### src/hw/esio_pkg.sv
// package of constants for the eight-bit shared io port
package esio_pkg;
  localparam logic [15:0] dir_addr = 16'hffd1;
  localparam logic [15:0] data_addr = 16'hffd3;
  localparam logic [7:0] dir_reset = 8'h00;
  localparam logic [7:0] data_reset = 8'h00;
  localparam logic [7:0] dir_read_value = 8'hff;
  localparam logic [7:0] unmapped_read_value = 8'h00;
  localparam int bit7_index = 7;
endpackage

### src/hw/esio_port.sv
// eight-bit shared io port: registers, pin muxing and read-back
//
// How it works
// - eight two-way pins with alternate functions
// - same alternate functions in every mode
// - direction at ffd1, data at ffd3
// - direction bit 1 drives, 0 inputs
// - direction register write only, reads ones
// - direction clears on reset and hardware standby
// - software standby keeps direction and outputs
// - eight-bit read/write data register
// - read returns data if output, pin otherwise
// - data clears on reset/hw standby, kept otherwise
// - channel-2 b compare output owns bit 7
// - bit 7 input, output or pattern output
// - bit 7 feeds capture when top bit set and not in pwm mode
`timescale 1ns/100ps
`default_nettype none
module esio_port #(
  parameter int width = 8
) (
  input wire logic sys_clk,
  input wire logic rst_n,
  input wire logic hw_standby,
  input wire logic sw_standby,
  input wire logic [15:0] reg_addr,
  input wire logic [7:0] reg_wdata,
  input wire logic reg_write,
  input wire logic reg_read,
  output logic [7:0] reg_rdata,
  input wire logic [7:0] pin_in,
  output logic [7:0] pin_out,
  output logic [7:0] pin_oe,
  input wire logic [7:0] pattern_enable_reg,
  input wire logic [7:0] pattern_out,
  input wire logic [7:0] alt_out,
  input wire logic [7:0] alt_out_en,
  input wire logic b_io_ctrl_top,
  input wire logic b_io_ctrl_mid,
  input wire logic b_io_ctrl_low,
  input wire logic ch2_pwm_mode,
  input wire logic timer_ch2_b_out,
  output logic timer_ch2_b_capture,
  output logic [7:0] pin_level
);
  if (width != 8)
  begin : g_width_check
    $error("esio_port supports width 8 only");
  end

  typedef struct packed {
    logic [7:0] dir;
    logic [7:0] data;
    logic [7:0] sync1;
    logic [7:0] sync2;
    logic [7:0] rdata;
  } esio_state_s;

  esio_state_s state;
  esio_state_s next_state;
  logic ch2_b_compare;

  // compare output when top bit 0 and any lower bit set
  assign ch2_b_compare = !b_io_ctrl_top && (b_io_ctrl_mid || b_io_ctrl_low);

  always_comb
  begin
    next_state = state;
    next_state.sync1 = pin_in;
    next_state.sync2 = state.sync1;
    next_state.rdata = esio_pkg::unmapped_read_value;
    if (reg_write && reg_addr == esio_pkg::dir_addr)
    begin
      next_state.dir = reg_wdata;
    end
    if (reg_write && reg_addr == esio_pkg::data_addr)
    begin
      next_state.data = reg_wdata;
    end
    if (reg_read && reg_addr == esio_pkg::dir_addr)
    begin
      next_state.rdata = esio_pkg::dir_read_value;
    end
    if (reg_read && reg_addr == esio_pkg::data_addr)
    begin
      next_state.rdata = (state.dir & state.data) | (~state.dir & state.sync2);
    end
    // software standby changes nothing; hardware standby clears
    if (hw_standby)
    begin
      next_state.dir = esio_pkg::dir_reset;
      next_state.data = esio_pkg::data_reset;
    end
  end

  always_ff @(posedge sys_clk)
  begin
    if (!rst_n)
    begin
      state.dir <= esio_pkg::dir_reset;
      state.data <= esio_pkg::data_reset;
      state.sync1 <= 8'h00;
      state.sync2 <= 8'h00;
      state.rdata <= 8'h00;
    end
    else
    begin
      state <= next_state;
    end
  end

  // pin muxing; identical in all operating modes
  always_comb
  begin
    for (int i = 0; i < 8; i++)
    begin
      if (alt_out_en[i])
      begin
        pin_oe[i] = 1'b1;
        pin_out[i] = alt_out[i];
      end
      else
      begin
        pin_oe[i] = state.dir[i];
        pin_out[i] = pattern_enable_reg[i] ? pattern_out[i] : state.data[i];
      end
    end
    if (ch2_b_compare)
    begin
      pin_oe[esio_pkg::bit7_index] = 1'b1;
      pin_out[esio_pkg::bit7_index] = timer_ch2_b_out;
    end
    else
    begin
      pin_oe[esio_pkg::bit7_index] = state.dir[esio_pkg::bit7_index];
      pin_out[esio_pkg::bit7_index] = pattern_enable_reg[esio_pkg::bit7_index] ?
        pattern_out[esio_pkg::bit7_index] : state.data[esio_pkg::bit7_index];
    end
  end

  // capture path only while bit 7 is not a timer output
  assign timer_ch2_b_capture = !ch2_b_compare && b_io_ctrl_top && !ch2_pwm_mode &&
    state.sync2[esio_pkg::bit7_index];
  assign pin_level = state.sync2;
  assign reg_rdata = state.rdata;
endmodule // esio_port
`default_nettype wire

### config.mk
export PLATFORM = sky130hd
export DESIGN_NAME = esio_port
export DESIGN_NICKNAME = d
export VERILOG_FILES = /design/src/hw/esio_pkg.sv /design/src/hw/esio_port.sv
export SDC_FILE = /design/constraint.sdc
export NUM_CORES = 1
export LEC_CHECK = 0
export ABC_AREA = 1
export BUFFER_PORTS_ARGS = -buffer_cell sky130_fd_sc_hd__buf_4
export CAP_MARGIN = 30
export CORE_ASPECT_RATIO = 1.2
export CORE_MARGIN = 5
export CORE_UTILIZATION = 45
export CTS_CLUSTER_SIZE = 14
export DETAILED_ROUTE_END_ITERATION = 10
export MAX_ROUTING_LAYER = met4
export PLACE_DENSITY = 0.85
export SLEW_MARGIN = 30
export SYNTH_ARGS = -nofsm -noshare
export SYNTH_HDL_FRONTEND = slang
export SYNTH_SLANG_ARGS = --single-unit
### constraint.sdc
create_clock -name sys_clk -period 1.3 [get_ports sys_clk]
set_input_delay 0.325 -clock sys_clk [delete_from_list [all_inputs] [get_ports sys_clk]]
set_output_delay 0.325 -clock sys_clk [all_outputs]
set_load 0.005 [all_outputs]
# --- Yosys cells after proc, flatten, opt, wreduce, memory -nomap -nowiden ---
# Index checks and enable logic that the tools add are counted.
totals:
  register_bits: 40
  output_inout_bits: 33
  word_cells: 51
op_classes:
  eq_ne: 2
  mux: 26
  bitwise_logic: 5
  n_reduce_logical: 13
op_table:
  columns: ["operator", "n"]
  rows:
  - ["$eq 16x16->1 const B", 2]
  - ["$mux 1", 24]
  - ["$and 8x8->8", 2]
  - ["$mux 8", 2]
  - ["$logic_and 1x1->1", 8]
  - ["$not 8->8", 1]
  - ["$or 8x8->8", 1]
  - ["$logic_not 1->1", 3]
  - ["$reduce_or 2->1", 1]
  - ["$logic_or 1x1->1", 1]
  - ["$not 1->1", 1]

# --- Logic depth before layout (Yosys ltp) ---
logic_depth:
  word_depth: 6
  depth_mapped: 9
  ltp_nobuf: 8

# --- Worst setup path after synthesis ---
# Ideal clock, no wire load.
synth_timing:
  path_kind: "input -> register"
  startpoint: "input reg_addr[9]"
  endpoint: "register state[38] in the netlist's numbering"
  setup_ps: 115
  arrival_time_ps: 1051
  required_time_ps: 1185
  setup_slack_ps: 134
  cell_stages: 8
  path_buffers: 1
  cell_sequence: "nand2_1 nor2_2 nand2_2 nor2_4 buf_6 nand3_1 nand2_1 nor2_1"
synth_between:
  elab_chain_cells: 2
synth_rtl:
  columns: ["item", "line", "rtl"]
  rows:
  - ["from (decl)", "esio_port.sv:26", "input wire logic [15:0] reg_addr,"]
  - ["$eq 16x16->1", "esio_port.sv:72", "if (reg_write && reg_addr == esio_pkg::dir_addr)"]
  - ["$logic_and 1x1->1", "esio_port.sv:72", null]
  - ["to (signal assigned)", "esio_port.sv:108", "state <= next_state;"]
  - ["to (decl)", "esio_port.sv:59", "esio_state_s state;"]
# Every way passes these cells.
# A chain may end at the register's enable or synchronous reset.

# --- Worst setup path after layout ---
layout_timing:
  startpoint: "register state[31] in the netlist's numbering"
  endpoint: "output pin_out[7]"
layout_between:
  elab_chain_cells: 2
layout_rtl:
  columns: ["item", "line", "rtl"]
  rows:
  - ["$mux 1", "esio_port.sv:136", "pin_out[esio_pkg::bit7_index] = pattern_enable_reg[esio_pkg::bit7_index] ?"]
  - ["$mux 1", "esio_port.sv:128", "if (ch2_b_compare)"]
  - ["to (decl)", "esio_port.sv:32", "output logic [7:0] pin_out,"]
# Every way passes these cells.

==> metrics.md <==
| Metric | Value |
|---|---|
| Fin area | 0.00298 mm^2 |
| Status | completed |
| Nets | 462 |
| Hold Fails Final Rpt | 0 |
| Die Wd | 70.9 um |
| Worst-path clk slew | 0.07 ns |
| I/O Buffers | 104 |
| Max Cap Violations | 0 |
| Ant. Diodes | 0 |
| Worst Path Max Fanout | 3 |
| Leakage power | 1.49 nW |
| Register area share after synthesis | 40.0% |
| Setup crit start | state[31] |
| RSZ-0062 raised after global routing | true |
| CP required | 0.98 ns |
| Power Dens Cells | 842 mW/mm^2 |
| First-pass GRT wire length | 8.18 mm |
| Share of the synthesized area in the top cell type | 40.0% |
| Die Ht | 83.1 um |
| Initial Util | 46.7% |
| Start of the worst register-to-register path | state[36] |
| Final Skew | 0.00496 ns |
| Synth Flop Type | dfxtp_1 |
| Flop and latch count out of synthesis | 40 |
| Post-Route WL | 4.96 mm |
| Synth area leaders | dfxtp_1, nand2_1, inv_1, buf_4, a21oi_1 |
| Site Rows | 26 |
| Maximum level of the CTS H-tree | 2 |
| Slew @ Worst Pin | 0.367 ns |
| Post-CTS Hold Buffers | 0 |
| EDFF count, synth | 0 |
| Final Wtd Congestion | 0.797 |
| CTS Sinks | 40 |
| Syn Area/Cell | 7.01 um^2 |
| Reg2reg end | reg_rdata[4] |
| Worst setup path class | reg2out |
| Share of flip-flops with an asynchronous set or reset | 0% |
| Fmax | 776 MHz |
| Placed instance area | 0.00274 mm^2 |
| Hold wc startpoint | pin_in[6] |
| Crit end category | primary output |
| Initial antenna violation count | 0 |
| WHS Path Cells | 3 |
| Tot GR Track Use | 17.1% |
| Root buf cell | clkbuf_8 |
| HP Class | in2reg |
| Synth Instances | 286 |
| Largest net degree at the start of global routing | 33 |
| Cts bufs inserted | 5 |
| Core area | 0.00429 mm^2 |
| Avg WL per Cell | 11.2 um |
| Worst skew pair latency | 0.28 ns |
| Hold path endpoint | next_state[14] |
| Ys Warns | 0 |
| Final setup fails | 0 |
| Reg2Reg Depth | 5 |
| Cell area after synthesis | 0.00200 mm^2 |
| Pre-antenna DRT Iters | 4 |
| Die area | 0.00589 mm^2 |
| Dominant cell type by area after synthesis | dfxtp_1 |
| Grt ovf | 0 |
| DRT antenna net count | 0 |
| Slew headroom | 75.4% |
| Worst Path Arrival | 0.96 ns |
| Clock Tree Buf Depth | 2 |
| DP HPWL | 3.81 mm |
| DRT iter0 DRCs | 97 |
| DRC viols | 0 |
| Fin crit share | 99.1% |
| TritonCTS clock tree | done |
| Synth-to-Final Area Change | 48.5% |
| Post-synth net total | 361 |
| Most common cell in the synthesized netlist | nand2_1 |
| Final slew viol count | 0 |
| Proportion of layout cells with a drive suffix above 1 | 43.3% |
| R2r setup slk | 0.21 ns |
| Top Ports | 108 |
| Synth cell count leaders | nand2_1, inv_1, dfxtp_1 |
| Final Util | 69.3% |
| CP Launch Type | register |
| Synth cell types | 20 |
| Maximum VDD drop | 0.000721 V |
| Vias in the first global route | 1925 |
| Via-per-instance ratio | 4.68 |
| Vias post-DR | 2078 |
| Minimum clock period | 1.29 ns |
[worst max-delay path, stage by stage, from the launching register on]
cell and delay (ns):
dfxtp_2 0.34, mux2i_1 0.13, a21oi_1 0.08, buf_4 0.14
[metal layers]
metal  GRT usage, %  vias to the layer above  wire [um]
met3           5.19                        4        449
met4           3.08                        0         34
met2           31.9                       77       2640
met5              -                        -          0
met1           17.4                      928       1830
li1               -                     1069          -
[final cells by class]
class / count / area (um^2)
inverters: 46 / 173
repair buffers: 120 / 952
multi-input cells: 174 / 867
well taps: 56 / 70.1
clock inverters: 1 / 7.51
clock buffers: 7 / 86.3
fillers: 362 / 1320
flip-flops and latches: 40 / 821
[metrics by stage]
stage                     setup TNS (ns)  std cells  hold WS, ns  setup slack [ns]  power (mW)
after floorplan                        0        286        0.390             0.134        1.43
after global placement            -0.283        426        0.392           -0.0326        1.67
after detailed placement          -0.835        426        0.395           -0.0936        1.68
after CTS                              0        441        0.214         0.0000727        2.51
after global routing              -0.157        444        0.213           -0.0726        2.62
final                                  0        444        0.218            0.0116        2.51
[placed cells by master, fill, tap and decap left out, types with 7 or more instances in the layout]
master / synthesis / final
o21ai_1: 0 / 14
nand2_1: 66 / 66
nand3_2: 8 / 8
or2_4: 0 / 7
nand3_1: 16 / 16
nor2_1: 20 / 20
a21oi_1: 25 / 25
buf_4: 17 / 111
buf_6: 2 / 7
o21ai_0: 23 / 8
inv_1: 45 / 45
dfxtp_2: 0 / 16
dfxtp_1: 40 / 24
[flip-flops by register name (all words and copies together), names as in the netlist]
name	cells
state	16
reg_rdata	8
pin_level	8
next_state	8
[report_power, final]
group	leakage [nW]	total [mW]	switching [mW]	internal, mW
sequential	0.334	1.26	0.00897	1.25
clock	0.0445	0.834	0.403	0.431
combinational	1.11	0.416	0.162	0.254
total	1.49	2.51	0.574	1.93
[kinds of logic after synthesis]
| logic type | Yosys count | synth area share [%] |
|---|---|---|
| flip-flops | 40 | 40.0 |
| AO/OA/AOI/OAI | 48 | 12.0 |
| multiplexers | 1 | 0.499 |
| AND/OR/NAND/NOR | 125 | 29.5 |
| buffers and inverters | 72 | 18.1 |
[how the worst max path moves through the flow]
stage / end / slack, ns / cells after the start
4_1_cts: pin_out[4] / 0.00007 / 3
5_1_grt: pin_out[7] / -0.07 / 3
3_5_place_dp: state[33] / -0.09 / 10
2_1_floorplan: state[38] / 0.13 / 8
6_report: pin_out[7] / 0.01 / 3
3_3_place_gp: state[39] / -0.03 / 10
[timing repair]
action                     CTS  global route
gates resized for setup     39             8
buffers inserted             7             3
pin swaps                    1            10
setup endpoints to repair   16            16
(Power assumes the default switching activity.)
